--- src/shared/ssrw_pkg.sv ---
package ssrw_pkg;
   // Timebase
   localparam int unsigned CLK_HZ = 40_000_000;
   localparam int unsigned CLK_NS = 25;
   // Reset release delay, nominal
   localparam int unsigned RST_DELAY_MS = 200;
   localparam int unsigned RST_DELAY_CYC = RST_DELAY_MS * (CLK_HZ / 1000);
   // Watchdog timeout
   localparam int unsigned WDOG_TIMEOUT_MS = 1600;
   localparam int unsigned WDOG_TIMEOUT_CYC = WDOG_TIMEOUT_MS * (CLK_HZ / 1000);
   // Manual reset least low time seen by the host driver
   localparam int unsigned MR_MIN_NS = 500;
   localparam int unsigned MR_MIN_CYC = (MR_MIN_NS + CLK_NS - 1) / CLK_NS;
   // Counter width covering both long counts
   localparam int unsigned CNT_W = 27;
   // Reset output polarity options
   typedef enum logic [1:0] {
      SSRW_POL_HIGH,
      SSRW_POL_LOW,
      SSRW_POL_BOTH
   } ssrw_pol_t;
endpackage : ssrw_pkg

--- src/shared/ssrw_if.sv ---
`timescale 1ns/1ps
interface ssrw_if;
   logic rst;            // Active-high reset output
   logic rst_n;          // Active-low reset output
   logic wdog_expired_n; // Watchdog expiry, active low
   logic pwr_fail_warn_n;
   logic wdog_kick_in;   // Kick level driven by host
   logic wdog_kick_oe;   // High while host drives kick pin
   logic manual_reset_n;
   modport dev (
      output rst, rst_n, wdog_expired_n, pwr_fail_warn_n,
      input wdog_kick_in, wdog_kick_oe, manual_reset_n
   );
   modport host (
      input rst, rst_n, wdog_expired_n, pwr_fail_warn_n,
      output wdog_kick_in, wdog_kick_oe, manual_reset_n
   );
endinterface : ssrw_if

--- src/verilog/ssrw_sync.sv ---
`timescale 1ns/1ps
module ssrw_sync (
   input wire logic i_ref_clk,
   input wire logic i_srst,
   input wire logic i_d,
   output logic o_q
);
   logic meta;
   logic next_meta;
   logic next_q;

   // Two-stage capture
   always_comb begin
      next_meta = i_srst ? 1'b1 : i_d;
      next_q = i_srst ? 1'b1 : meta;
   end

   always_ff @(posedge i_ref_clk) begin
      meta <= next_meta;
      o_q <= next_q;
   end
endmodule : ssrw_sync

--- src/verilog/ssrw_device.sv ---
`timescale 1ns/1ps
// How it works
// - Reset held while low supply, then delay
// - Low supply asserts reset, clears timer
// - Interruption restarts the full release delay
// - Build option selects reset output polarity
// - No kick within timeout drives expiry low
// - Watchdog counter zero while reset asserted
// - Watchdog counts from zero after release
// - Floating kick disables watchdog in variant
// - Disable only while expiry not asserted
// - Low supply forces expiry low at once
// - Timeout holds until kick; any reset releases
// - Host routes expiry to manual reset
// - Manual reset low asserts both outputs when POLARITY is SSRW_POL_BOTH
// - Reset held through manual low plus delay
// - Release delay debounces switch bounce
// - Host holds manual reset low long enough
// - Power-fail warning low below reference
// - Host treats warning as shutdown interrupt
// - Host may tie warning to manual reset
module ssrw_device #(
   parameter ssrw_pkg::ssrw_pol_t POLARITY = ssrw_pkg::SSRW_POL_BOTH,
   parameter bit WDOG_CAN_DISABLE = 1'b1,
   parameter int unsigned RST_CYC = ssrw_pkg::RST_DELAY_CYC,
   parameter int unsigned WDOG_CYC = ssrw_pkg::WDOG_TIMEOUT_CYC
) (
   input wire logic i_ref_clk,
   input wire logic i_srst,
   input wire logic i_supply_low,
   input wire logic i_pwr_fail_sense_low,
   ssrw_if.dev bus
);
   import ssrw_pkg::*;

   logic supply_low;
   logic sense_low;
   logic mr_n;
   logic kick;
   logic kick_en;
   logic kick_prev;
   logic next_kick_prev;
   logic [CNT_W-1:0] rst_cnt;
   logic [CNT_W-1:0] next_rst_cnt;
   logic rst_act;
   logic next_rst_act;
   logic [CNT_W-1:0] wd_cnt;
   logic [CNT_W-1:0] next_wd_cnt;
   logic wd_timeout;
   logic next_wd_timeout;
   logic pfw_n;
   logic next_pfw_n;
   logic rst_o;
   logic rst_n_o;
   logic next_rst_o;
   logic next_rst_n_o;
   logic wdo_n;
   logic next_wdo_n;
   logic kick_edge;
   logic wd_off;

   ////////////////////////////////////////////////////////////////////////////
   // Input capture, all async pins through two flops
   ssrw_sync u_sync_sup (.i_ref_clk(i_ref_clk), .i_srst(1'b0), .i_d(~i_supply_low),
      .o_q(supply_low));
   ssrw_sync u_sync_pfi (.i_ref_clk(i_ref_clk), .i_srst(1'b0), .i_d(~i_pwr_fail_sense_low),
      .o_q(sense_low));
   ssrw_sync u_sync_mr (.i_ref_clk(i_ref_clk), .i_srst(i_srst), .i_d(bus.manual_reset_n),
      .o_q(mr_n));
   ssrw_sync u_sync_kick (.i_ref_clk(i_ref_clk), .i_srst(i_srst), .i_d(bus.wdog_kick_in),
      .o_q(kick));
   ssrw_sync u_sync_koe (.i_ref_clk(i_ref_clk), .i_srst(i_srst), .i_d(bus.wdog_kick_oe),
      .o_q(kick_en));

   ////////////////////////////////////////////////////////////////////////////
   // Reset timer: cond holds it clear, releases after full delay
   logic rst_cond;
   assign rst_cond = ~supply_low | ~mr_n;

   always_comb begin
      next_rst_cnt = rst_cnt;
      next_rst_act = rst_act;
      if (rst_cond) begin
         next_rst_cnt = '0;
         next_rst_act = 1'b1;
      end else if (rst_act) begin
         if (rst_cnt >= CNT_W'(RST_CYC - 1)) begin
            next_rst_act = 1'b0;
            next_rst_cnt = '0;
         end else begin
            next_rst_cnt = rst_cnt + 1'b1;
         end
      end
   end

   ////////////////////////////////////////////////////////////////////////////
   // Watchdog: edge detect, counter, expiry latch
   assign kick_edge = kick ^ kick_prev;
   assign wd_off = WDOG_CAN_DISABLE && !kick_en && !wd_timeout;

   always_comb begin
      next_kick_prev = kick;
      next_wd_cnt = wd_cnt;
      next_wd_timeout = wd_timeout;
      if (next_rst_act || rst_act) begin
         next_wd_cnt = '0;
         next_wd_timeout = 1'b0;
      end else if (kick_edge && (kick_en || !WDOG_CAN_DISABLE)) begin
         next_wd_cnt = '0;
         next_wd_timeout = 1'b0;
      end else if (wd_off) begin
         next_wd_cnt = '0;
      end else if (!wd_timeout) begin
         if (wd_cnt >= CNT_W'(WDOG_CYC - 1)) begin
            next_wd_timeout = 1'b1;
            next_wd_cnt = '0;
         end else begin
            next_wd_cnt = wd_cnt + 1'b1;
         end
      end
   end

   ////////////////////////////////////////////////////////////////////////////
   // Output values
   always_comb begin
      next_rst_o = (POLARITY == SSRW_POL_LOW) ? 1'b0 : next_rst_act;
      next_rst_n_o = (POLARITY == SSRW_POL_HIGH) ? 1'b1 : ~next_rst_act;
      next_wdo_n = ~(next_wd_timeout | ~supply_low);
      next_pfw_n = sense_low; // Synced value is high while sense is above reference
   end

   // State registers
   always_ff @(posedge i_ref_clk) begin
      if (i_srst) begin
         rst_cnt <= '0;
         rst_act <= 1'b1;
         wd_cnt <= '0;
         wd_timeout <= 1'b0;
         kick_prev <= 1'b1;
         rst_o <= (POLARITY != SSRW_POL_LOW);
         rst_n_o <= (POLARITY == SSRW_POL_HIGH);
         wdo_n <= 1'b1;
         pfw_n <= 1'b1;
      end else begin
         rst_cnt <= next_rst_cnt;
         rst_act <= next_rst_act;
         wd_cnt <= next_wd_cnt;
         wd_timeout <= next_wd_timeout;
         kick_prev <= next_kick_prev;
         rst_o <= next_rst_o;
         rst_n_o <= next_rst_n_o;
         wdo_n <= next_wdo_n;
         pfw_n <= next_pfw_n;
      end
   end

   // Pin drive
   assign bus.rst = rst_o;
   assign bus.rst_n = rst_n_o;
   assign bus.wdog_expired_n = wdo_n;
   assign bus.pwr_fail_warn_n = pfw_n;
endmodule : ssrw_device

--- src/flat_wrapper.sv ---
// flat-port wrapper written by rule: the top's interface ports become plain ports
module ssrw_device_flat import ssrw_pkg::*;
#(
   parameter ssrw_pkg::ssrw_pol_t POLARITY = ssrw_pkg::SSRW_POL_BOTH,
   parameter bit WDOG_CAN_DISABLE = 1'b1,
   parameter int unsigned RST_CYC = ssrw_pkg::RST_DELAY_CYC,
   parameter int unsigned WDOG_CYC = ssrw_pkg::WDOG_TIMEOUT_CYC
)
  (i_ref_clk, i_srst, i_supply_low, i_pwr_fail_sense_low, bus_rst, bus_rst_n, bus_wdog_expired_n, bus_pwr_fail_warn_n, bus_wdog_kick_in, bus_wdog_kick_oe, bus_manual_reset_n);
  ssrw_if bus_i ();
  input wire logic i_ref_clk;
  input wire logic i_srst;
  input wire logic i_supply_low;
  input wire logic i_pwr_fail_sense_low;
  output wire logic [$bits(bus_i.rst)-1:0] bus_rst;
  output wire logic [$bits(bus_i.rst_n)-1:0] bus_rst_n;
  output wire logic [$bits(bus_i.wdog_expired_n)-1:0] bus_wdog_expired_n;
  output wire logic [$bits(bus_i.pwr_fail_warn_n)-1:0] bus_pwr_fail_warn_n;
  input wire logic [$bits(bus_i.wdog_kick_in)-1:0] bus_wdog_kick_in;
  input wire logic [$bits(bus_i.wdog_kick_oe)-1:0] bus_wdog_kick_oe;
  input wire logic [$bits(bus_i.manual_reset_n)-1:0] bus_manual_reset_n;
  assign bus_rst = bus_i.rst;
  assign bus_rst_n = bus_i.rst_n;
  assign bus_wdog_expired_n = bus_i.wdog_expired_n;
  assign bus_pwr_fail_warn_n = bus_i.pwr_fail_warn_n;
  assign bus_i.wdog_kick_in = bus_wdog_kick_in;
  assign bus_i.wdog_kick_oe = bus_wdog_kick_oe;
  assign bus_i.manual_reset_n = bus_manual_reset_n;
  ssrw_device #(.POLARITY(POLARITY), .WDOG_CAN_DISABLE(WDOG_CAN_DISABLE), .RST_CYC(RST_CYC), .WDOG_CYC(WDOG_CYC)) u_core (.i_ref_clk(i_ref_clk), .i_srst(i_srst), .i_supply_low(i_supply_low), .i_pwr_fail_sense_low(i_pwr_fail_sense_low), .bus(bus_i));
endmodule
--- config.mk ---
export PLATFORM = sky130hd
export DESIGN_NAME = ssrw_device_flat
export DESIGN_NICKNAME = d
export VERILOG_FILES = /design/src/shared/ssrw_pkg.sv /design/src/shared/ssrw_if.sv /design/src/verilog/ssrw_sync.sv /design/src/verilog/ssrw_device.sv /design/src/flat_wrapper.sv
export SDC_FILE = /design/constraint.sdc
export NUM_CORES = 1
export LEC_CHECK = 0
export BUFFER_PORTS_ARGS = -buffer_cell sky130_fd_sc_hd__buf_4
export CAP_MARGIN = 20
export CORE_UTILIZATION = 44
export DETAILED_ROUTE_END_ITERATION = 10
export GPL_TIMING_DRIVEN = 0
export SETUP_SLACK_MARGIN = 0.3
export SLEW_MARGIN = 25
export SYNTH_ARGS = -nofsm -noshare
export SYNTH_HDL_FRONTEND = slang
export SYNTH_SLANG_ARGS = --single-unit
--- constraint.sdc ---
create_clock -name i_ref_clk -period 3.55 [get_ports i_ref_clk]
set_clock_uncertainty 0.05 [all_clocks]
set_input_delay 0.1775 -clock i_ref_clk [delete_from_list [all_inputs] [get_ports i_ref_clk]]
set_output_delay 0.1775 -clock i_ref_clk [all_outputs]
set_load 0.01 [all_outputs]
==> reports/results.ini, run 1 <==
[status]
status = complete, no violations

[logic_synthesis]
yosysMostFrequentCell = dfxtp_1
synth_top_cell_area_share = 0.375
ys_types = 60
netlist_instances = 439
synth_top_cells_by_count = dfxtp_1, nand3_1, nand4_1
synth_simple_gate_area_frac = 0.378
syn_area_per_cell_um2 = 8.51
synth_top_family_by_area = simple AND/OR/NAND/NOR gates
synth.area.top_cells = dfxtp_1, nand3_1, nand4_1
synthAdderAreaFrac = 0.00670
synth_flop_cell = dfxtp_1
synth.area.mux_share = 0.00536
yosysSeqAreaShare = 0.375
ys_warn_count = 0
ys_ff_latch = 70
syn_area_mm2 = 0.00374
synth-xor-area-share = 0.0117
yosysTopAreaCell = dfxtp_1
async_reset_ff_frac = 0
synth_edf_count = 0
synth_fp_nets = 448
synth_compound_area_frac = 0.167

[floorplanning]
initial_core_util = 0.455
core_mm2 = 0.00822
die-area_mm2 = 0.00886
io_pins = 11
die-height_um = 94.1
rows = 33
die_w_um = 94.1

[sta]
setup_violations = 0
hold_violations = 0
slew-limit-headroom = 0.447
fin_crit_sh = 0.708
rsz0062_at_grt = no
holdWs_ps = 288
fmax_ghz = 0.398
worst_pin_slew_ps = 827
period_minus_slack_ps = 2510
final.setup.tns_ps = 0
drv_slew = 0
fin_ws_ps = 1040

[global_routing]
grt_max_degree = 16
grt_overflow_total = 0
grt_pass1_wl_um = 15900
track_usage = 0.231
antenna_found_initial = 0
grt_pass1_vias = 3213

[detailed_routing]
postRouteAntennaNets = 0
top_layer = met4
drc = 0
via_count = 3518
wl_met3_um = 399
viasPerCell = 6.12
wire_per_inst_um = 16.7
first_pass_iters = 5
drtIter0Drc = 275
wl_met2_um = 4080
routed_wl_um = 9590
m1WireLength_um = 5010

[setup_path]
cp_cell_sequence = ha_1 > and4_1 > and3_4 > a311oi_4 > buf_4 > nand2_1 > o32ai_2
arrival_ps = 2720
crit_family = compound AO/OA/AOI/OAI gates
r2r_slack_ps = 1040
cp-start-kind = register
cp_max_fo = 10
critPathMaxStageDelay_ps = 450
reg2reg_depth = 7
end_kind = register
r2r_start = u_core.wd_cnt[0]$_SDFFE_PP0N_
required_ps = 3760
slowest_stage = a311oi_4
critPathBufInv = 1
critical_path_class = register to register
r2r_end = u_core.wd_cnt[25]$_SDFFE_PP0N_

[placed_design]
dpl-instance-area_mm2 = 0.00394
gp_congestion = 0.842
place_ws_ps = 1010
portBuffers = 10
dpl.hpwl_um = 6540

[hold_path]
hold_path_end = u_core.u_sync_sup.o_q$_DFF_P_
worstHoldStart = u_core.u_sync_sup.meta$_DFF_P_
holdCritPathClass = register to register
min_path_cells = 0

[power]
power_density_mw_per_mm2 = 347
p_leak_nw = 1.35
power_w = 0.00145
peakVddDrop_uv = 285

[cts]
cts_max_level = 3
clk_path_buf_depth = 2
cts_root_buffer = clkbuf_8
cts_num_sinks = 70
cts_buffers = 9
tritoncts = done
path_clk_slew_ps = 90
post_cts_buffers = 0
clk_latency_ps = 350

[final_layout]
num_antenna_cells = 0
drive_gt1_frac = 0.160
synthToLayoutAreaGrowth_pct = 12.1
fillCellCount = 796
design_area_mm2 = 0.00419
fin_nets = 474

[flow_run]
maxCapViolCount = 0

stage by stage:
step,util,instances
2_1_floorplan,-,439
6_report,0.510,575
5_1_grt,0.510,575
3_5_place_dp,0.480,554
4_1_cts,0.508,575
3_3_place_gp,0.480,554
logic make-up (layout without fill, tap and decap cells):
family,after synthesis,in the layout
xor+xnor,5,5
flops,70,70
mux,2,2
compound gates,83,83
simple gates,234,234
buf+inv,43,74
fa+ha+maj,2,2
worst max-delay path by stage:
stage	start	endpoint	slack [ps]	cells after the start
2_1_floorplan	u_core.wd_cnt[0]$_SDFFE_PP0N_	u_core.wd_cnt[25]$_SDFFE_PP0N_	1540	7
3_3_place_gp	i_srst	u_core.wd_cnt[25]$_SDFFE_PP0N_	1030	7
3_5_place_dp	i_srst	u_core.wd_cnt[25]$_SDFFE_PP0N_	1010	7
4_1_cts	u_core.wd_cnt[0]$_SDFFE_PP0N_	u_core.wd_cnt[25]$_SDFFE_PP0N_	1070	7
5_1_grt	u_core.wd_cnt[0]$_SDFFE_PP0N_	u_core.wd_cnt[25]$_SDFFE_PP0N_	880	7
6_report	u_core.wd_cnt[0]$_SDFFE_PP0N_	u_core.wd_cnt[25]$_SDFFE_PP0N_	1040	7
cells in the final DEF (no fill, tap or decap), types with 6 or more instances in the layout:
cell type   n
a21oi_1     9
a31oi_1    33
and2_1      7
and3_1      8
and4_1      9
buf_2      14
buf_4      13
clkbuf_1   14
clkbuf_8    9
dfxtp_1    70
inv_1       7
nand2_1    29
nand2b_1   24
nand3_1    43
nand4_1    34
nor2_1     20
nor3_1      9
o2111ai_1   6
or2_2      12
area by class of cell:
class	count	area, µm²	share of cell area
repair buffers	15	125	0.0299
flip-flops and latches	70	1400	0.335
plain buffers	35	178	0.0424
well taps	105	131	0.0314
clock buffers	9	124	0.0296
clock inverters	7	61.3	0.0146
multi-input cells	326	2140	0.510
inverters	8	30.0	0.00717
registers in the layout, summed over array words and instances, names as in the netlist:
name / count
u_core.bus.pwr_fail_warn_n: 1
u_core.bus.rst: 1
u_core.bus.rst_n: 1
u_core.bus.wdog_expired_n: 1
u_core.kick_prev: 1
u_core.rst_cnt: 27
u_core.u_sync_kick.meta: 1
u_core.u_sync_kick.o_q: 1
u_core.u_sync_koe.meta: 1
u_core.u_sync_koe.o_q: 1
u_core.u_sync_mr.meta: 1
u_core.u_sync_mr.o_q: 1
u_core.u_sync_pfi.meta: 1
u_core.u_sync_pfi.o_q: 1
u_core.u_sync_sup.meta: 1
u_core.u_sync_sup.o_q: 1
u_core.wd_cnt: 27
u_core.wd_timeout: 1
worst reg2reg max path, cell delays in order, from the launching register on:
cell      delay (ps)
dfxtp_1          350
ha_1             260
and4_1           270
and3_4           220
a311oi_4         450
buf_4            280
nand2_1          240
o32ai_2          300
where the power goes:
part           leakage [nW]  switching (W)   total, W  internal, W
registers             0.568     0.00000303   0.000796     0.000793
logic                 0.696      0.0000149  0.0000318    0.0000169
clock network        0.0888       0.000357   0.000624     0.000267
total                  1.35       0.000375    0.00145      0.00108
routing by layer:
| layer | up-vias | track usage |
|---|---|---|
| met5 | - | 0 |
| met4 | 0 | 0.0782 |
| met3 | 10 | 0.0429 |
| met2 | 91 | 0.332 |
| met1 | 1692 | 0.340 |
| li1 | 1725 | - |
repair_timing:
action,CTS,global route
resized for setup,0,0
hold endpoints to repair,5,0
hold buffers,5,0
No activity file was read; power rests on OpenSTA's default activity.
==> inputs of run 2 (changes only) <==
- clock period: 3.55 -> 2 ns (I/O delays scaled with it)
==> run 2 against run 1 <==
The run now ends with negative setup slack left. Register-to-register slack worse by 1200 ps. Cell area up 28%. Critical endpoint is now u_core.wd_cnt[16]$_SDFFE_PP0N_. Sequential power grew 77%. Total power is 79% higher. Highest routed layer unchanged. Combinational power grew 86%. Non-clock buffer count up 52.
==> reports/results.ini, run 2 (synthesis results as in run 1) <==
[status]
status = finished, violations left
violations = negative setup slack

[setup_path]
end_kind = register
cp_max_fo = 6  ; -4
arrival_ps = 2380  ; -340 ps
r2r_slack_ps = -170  ; -1210 ps
reg2reg_depth = 8  ; +1
cp-start-kind = register
r2r_start = u_core.wd_cnt[5]$_SDFFE_PP0N_
crit_end = u_core.wd_cnt[16]$_SDFFE_PP0N_
required_ps = 2210  ; -1550 ps
r2r_end = u_core.wd_cnt[16]$_SDFFE_PP0N_
critPathLaunch = u_core.wd_cnt[5]$_SDFFE_PP0N_
critical_path_class = register to register

[sta]
hold_violations = 0  ; unchanged
drv_slew = 0  ; unchanged
setup_violations = 25  ; +25
fin_crit_sh = 1.09  ; +0.377
period_minus_slack_ps = 2170  ; -344 ps
rsz0062_at_grt = yes
slew-limit-headroom = 0.662  ; +0.215
fmax_ghz = 0.461  ; +16%
worst_pin_slew_ps = 507  ; -320 ps
fin_ws_ps = -171  ; -1210 ps

[floorplanning]
initial_core_util = 0.455  ; unchanged
die-area_mm2 = 0.00886  ; unchanged
die-height_um = 94.1  ; unchanged
rows = 33  ; unchanged
die_w_um = 94.1  ; unchanged
core_mm2 = 0.00822  ; unchanged
io_pins = 11  ; unchanged

[cts]
cts_buffers = 9  ; unchanged
cts_root_buffer = clkbuf_8
cts_num_sinks = 70  ; unchanged
clk_path_buf_depth = 2  ; unchanged
clk_latency_ps = 370  ; +20 ps
tritoncts = done
cts_max_level = 3  ; unchanged
path_clk_slew_ps = 90  ; about the same

[final_layout]
layout_commonest_cell = dfxtp_1
num_antenna_cells = 0  ; unchanged
fin_nets = 527  ; +11%
drive_gt1_frac = 0.413  ; +0.253
design_area_mm2 = 0.00537  ; +28%
fillCellCount = 650  ; -18%
synthToLayoutAreaGrowth_pct = 43.8
layout_common_cells = dfxtp_1, buf_4, nand4_1
reg.largest.list = u_core.rst_cnt (27), u_core.wd_cnt (27)

[hold_path]
holdCritPathClass = input port to register

[power]
power_w = 0.00259  ; +79%
p_leak_nw = 1.84  ; +36%
power_density_mw_per_mm2 = 483  ; +39%
peakVddDrop_uv = 476  ; +67%

[detailed_routing]
postRouteAntennaNets = 0  ; unchanged
viasPerCell = 6.25  ; +2.2%
via_count = 3928  ; +12%
wire_per_inst_um = 19.8  ; +19%
routed_wl_um = 12400  ; +30%
first_pass_iters = 5  ; unchanged
drtIter0Drc = 276  ; +0.36%
drc = 0  ; unchanged

[global_routing]
antenna_found_initial = 0  ; unchanged
grt_pass1_wl_um = 18900  ; +19%
grt_max_degree = 16  ; unchanged
track_usage = 0.283  ; +0.0520
grt_pass1_vias = 3510  ; +9.2%
grt_overflow_total = 0  ; unchanged

[placed_design]
portBuffers = 10  ; unchanged
dpl.hpwl_um = 6800  ; +4.0%
gp_congestion = 0.822  ; -2.4%
dpl-instance-area_mm2 = 0.00410  ; +4.0%
place_ws_ps = -516  ; -1530 ps

[flow_run]
maxCapViolCount = 0  ; unchanged

==> run 2: final cells by class <==
cell class / instances / area [µm²] / area share
sequential: 70 / 1450 / 0.269
clock buffer: 9 / 124 / 0.0231
tap: 105 / 131 / 0.0245
clock inverter: 7 / 66.3 / 0.0123
inverter: 8 / 30.0 / 0.00559
multi-input combinational: 327 / 2570 / 0.479
buffer: 35 / 300 / 0.0559
timing repair buffer: 67 / 701 / 0.130
==> run 2: critical path, cell delays in order (launching register included) <==
cell	delay, ps
dfxtp_2	320
clkbuf_8	130
and4_4	220
nand4_1	130
a2111o_1	500
buf_6	140
and2_4	140
buf_6	130
a221o_1	310
==> run 2: per-layer routing <==
metal,share of wire,up-vias,track usage
met5,0,-,0
met4,0.024,0,0.112
met3,0.063,32,0.0534
met2,0.45,156,0.415
met1,0.47,1900,0.404
li1,-,1840,-
==> run 2: timing repair <==
action / CTS / global route
endpoints found under the hold margin: 5 / 0
hold buffers: 5 / 0
endpoints found under the setup margin: 54 / 53
setup buffers: 31 / 11
cloned: 11 / 0
gates resized for setup: 101 / 35
pin swaps: 29 / 25
==> run 2: worst min path at each step <==
stage                                      endpoint  slack, ps                  from  cells after the start
floorplan            u_core.u_sync_pfi.meta$_DFF_P_        110  i_pwr_fail_sense_low                      1
global placement     u_core.u_sync_sup.meta$_DFF_P_        200          i_supply_low                      2
detailed placement   u_core.u_sync_pfi.meta$_DFF_P_        200  i_pwr_fail_sense_low                      2
CTS                 u_core.rst_cnt[24]$_SDFFE_PP0P_        200                i_srst                      3
global route        u_core.rst_cnt[24]$_SDFFE_PP0P_        200                i_srst                      3
finish              u_core.rst_cnt[25]$_SDFFE_PP0P_        200                i_srst                      3
==> run 2: stage by stage <==
stage          std cells   util  hold WS, ps  setup TNS, ps
2_1_floorplan        439      -          107              0
3_3_place_gp         554  0.499          200          -9120
3_5_place_dp         554  0.499          202          -9630
4_1_cts              617  0.626          201           -441
5_1_grt              628  0.654          199          -3860
6_report             628  0.654          196          -1820
==> run 2: where the power goes <==
group | leakage [nW] | switching (W) | internal (W) | total, W
Clock | 0.0900 | 0.000651 | 0.000478 | 0.00113
Combinational | 1.17 | 0.0000267 | 0.0000326 | 0.0000593
Sequential | 0.580 | 0.00000711 | 0.00140 | 0.00141
==> inputs of run 3 (changes only) <==
- ABC_AREA: unset -> 1
==> run 3 against run 2 <==
The run now ends clean. Worst hold slack better by 86 ps. Via count is 9.1% lower. Critical path depth is 1 higher. Total power is 4.3% lower. Combinational power is 1% lower. Synthesized cell count is 31% higher. Register-to-register slack better by 520 ps. First-iteration DRC count is 52% lower. Critical endpoint is now u_core.wd_cnt[5]$_SDFFE_PP0N_. Largest power group unchanged.
==> reports/results.ini, run 3 <==
[power]
pwr-share-comb = 0.024  ; about the same
power_density_mw_per_mm2 = 532  ; +10%
power_frac_seq = 0.569  ; +0.027
power_w = 0.00248  ; -4.3%
p_leak_nw = 1.81  ; -1.9%
p_int_w = 0.00192  ; +0.40%
p_sw_w = 0.000566  ; -17%
p_clk_frac = 0.407  ; -0.028
peakVddDrop_uv = 404  ; -15%
switching_share = 0.228  ; -0.0359

[sta]
drv_slew = 0  ; unchanged
setup_violations = 0  ; -100%
slew-limit-headroom = 0.661  ; -0.000925
rsz0062_at_grt = yes
hold_violations = 0  ; unchanged
fmax_ghz = 0.604  ; +31%
worst_pin_slew_ps = 508  ; +1.39 ps
period_minus_slack_ps = 1650  ; -517 ps
fin_crit_sh = 0.827  ; -0.258

[final_layout]
layout_common_cells = nand2_1, inv_1, dfxtp_1
fin_nets = 625  ; +19%
drive_gt1_frac = 0.250  ; -0.163
num_antenna_cells = 0  ; unchanged
instances_no_fill = 726  ; +16%
synthToLayoutAreaGrowth_pct = 19.6
utilization = 0.557  ; -0.0966
layout_commonest_cell = nand2_1
reg.largest.list = u_core.rst_cnt (27), u_core.wd_cnt (27)
design_area_mm2 = 0.00467  ; -13%

[logic_synthesis]
synth_top_cell_area_share = 0.359  ; -0.0161
ys_types = 28  ; -53%
ys_warn_count = 0  ; unchanged
async_reset_ff_frac = 0  ; unchanged
syn_area_mm2 = 0.00390  ; +4.5%
yosysTopAreaCell = dfxtp_1
synth_flop_cell = dfxtp_1
ys_ff_latch = 70  ; unchanged
syn_area_per_cell_um2 = 6.81  ; -20%
synth_edf_count = 0  ; unchanged
yosysSeqAreaShare = 0.359  ; -0.0161
synth_top_cells_by_count = nand2_1, dfxtp_1, inv_1
yosysMostFrequentCell = nand2_1
netlist_instances = 573  ; +31%
synth_fp_nets = 582  ; +30%
synth.area.top_cells = dfxtp_1, nand2_1, inv_1

[floorplanning]
die-height_um = 96.2  ; +2.2%
rows = 33  ; unchanged
die_w_um = 96.2  ; +2.2%
initial_core_util = 0.466  ; +0.0110
die-area_mm2 = 0.00925  ; +4.4%
core_mm2 = 0.00838  ; +2.0%
io_pins = 11  ; unchanged

[detailed_routing]
drc = 0  ; unchanged
drtIter0Drc = 132  ; -52%
postRouteAntennaNets = 0  ; unchanged
viasPerCell = 4.92  ; -21%
wire_per_inst_um = 12.4  ; -37%
via_count = 3569  ; -9.1%
first_pass_iters = 4  ; -1
routed_wl_um = 8990  ; -28%

[setup_path]
reg2reg_depth = 9  ; +1
critical_path_class = register to register
cp_max_fo = 10  ; +4
end_kind = register
arrival_ps = 1830  ; -550 ps
r2r_start = u_core.wd_cnt[0]$_SDFFE_PP0N_
critPathMaxStageDelay_ps = 360  ; -140 ps
cp_cell_sequence = buf_4 > nand3_4 > nor2_4 > nand3_2 > a21oi_2 > nor2_4 > buf_8 > nand2_2 > a21oi_2
slowest_stage = dfxtp_2
required_ps = 2180  ; -30 ps
r2r_end = u_core.wd_cnt[5]$_SDFFE_PP0N_
r2r_slack_ps = 350  ; +520 ps
cp-start-kind = register

[cts]
cts_root_buffer = clkbuf_8
cts_buffers = 9  ; unchanged
path_clk_slew_ps = 70  ; -20 ps
clk_path_buf_depth = 2  ; unchanged
tritoncts = done
cts_max_level = 3  ; unchanged
cts_num_sinks = 70  ; unchanged
clk_latency_ps = 350  ; -20 ps

[global_routing]
grt_overflow_total = 0  ; unchanged
antenna_found_initial = 0  ; unchanged
grt_pass1_vias = 3454  ; -1.6%
track_usage = 0.213  ; -0.0696
grt_max_degree = 12  ; -4
grt_pass1_wl_um = 15200  ; -20%

[placed_design]
portBuffers = 10  ; unchanged
dp_cells = 688  ; +24%
dpl.hpwl_um = 6240  ; -8.3%
gp_congestion = 0.857  ; +4.2%
dpl-instance-area_mm2 = 0.00411  ; +0.27%

[hold_path]
min_path_cells = 0  ; -3
holdCritPathClass = register to register
hold_path_end = u_core.u_sync_pfi.o_q$_DFF_P_
worstHoldStart = u_core.u_sync_pfi.meta$_DFF_P_

[status]
status = complete, no violations

[flow_run]
maxCapViolCount = 0  ; unchanged

-- run 3: cell types whose count changed in the layout (fill, tap and decap cells not counted), sizes merged, moves of 33 or more --
| cell | change |
|---|---|
| a21oi | +42 |
| a31oi | -33 |
| buf | -50 |
| inv | +55 |
| nand2 | +155 |
| nor2 | +42 |
-- run 3: layer usage --
layer  track usage  part of all wire
met5             0                 0
met1         0.234              0.46
met4        0.0659             0.010
met3        0.0498             0.027
met2         0.401              0.50
-- run 3: worst max-delay path: cells and delay by family, from the launching register on --
family / cells / cell delay [ps]
AND/OR/NAND/NOR: 5 / 560
flip-flops: 1 / 360
buffers and inverters: 2 / 300
AO/OA/AOI/OAI: 2 / 260
-- run 3: through the flow --
| stage | hold WS, ps | setup WS (ps) | TNS (ps) |
|---|---|---|---|
| global placement | 200 | 27.3 | 0 |
| floorplan | 107 | 353 | 0 |
| global route | 286 | 249 | 0 |
| finish | 281 | 345 | 0 |
| detailed placement | 205 | -15.9 | -117 |
| CTS | 283 | 302 | 0 |
-- run 3: layout make-up --
type | instances | area, µm²
Fill cell | 841 | 3710
Multi-Input combinational cell | 420 | 2290
Sequential cell | 70 | 1430
Inverter | 68 | 269
Timing Repair Buffer | 32 | 267
Clock buffer | 12 | 145
Tap cell | 105 | 131
Buffer | 15 | 113
Clock inverter | 4 | 22.5
-- run 3: how the worst max path moves through the flow --
| stage | endpoint | startpoint | cells past startpoint |
|---|---|---|---|
| 2_1_floorplan | u_core.wd_cnt[2]$_SDFFE_PP0N_ | u_core.wd_cnt[0]$_SDFFE_PP0N_ | 11 |
| 3_3_place_gp | u_core.rst_cnt[3]$_SDFFE_PP0P_ | u_core.rst_cnt[0]$_SDFFE_PP0P_ | 11 |
| 3_5_place_dp | u_core.rst_cnt[15]$_SDFFE_PP0P_ | u_core.rst_cnt[0]$_SDFFE_PP0P_ | 11 |
| 4_1_cts | u_core.wd_cnt[4]$_SDFFE_PP0N_ | u_core.wd_cnt[0]$_SDFFE_PP0N_ | 11 |
| 5_1_grt | u_core.wd_cnt[24]$_SDFFE_PP0N_ | u_core.wd_cnt[0]$_SDFFE_PP0N_ | 11 |
| 6_report | u_core.wd_cnt[5]$_SDFFE_PP0N_ | u_core.wd_cnt[0]$_SDFFE_PP0N_ | 9 |
-- run 3: power by group through the flow --
stage	Clock, W	Sequential [W]	Combinational (W)
floorplan	0	0.00145	0.0000218
global placement	0	0.00145	0.0000421
detailed placement	0	0.00145	0.0000434
CTS	0.00105	0.00141	0.0000584
global route	0.00110	0.00141	0.0000655
finish	0.00101	0.00141	0.0000587
-- run 3: timing repair --
item                       CTS  global route
hold buffers                 9             0
hold endpoints to repair    10             0
buffers inserted             6             7
setup endpoints to repair   53            51
pin swaps                    4             8
gates cloned                 0             0
resized for setup           18            48
-- run 3: cells by family (layout without fill, tap and decap cells) --
kind of cell / Yosys count / after routing / synth area share
AO/OA/AOI/OAI: 57 / 57 / 0.0933
adder cells (fa/ha/maj): 2 / 2 / 0.00641
buffers and inverters: 83 / 131 / 0.0869
flip-flops: 70 / 70 / 0.359
XOR/XNOR: 31 / 31 / 0.0696
AND/OR/NAND/NOR: 330 / 330 / 0.385
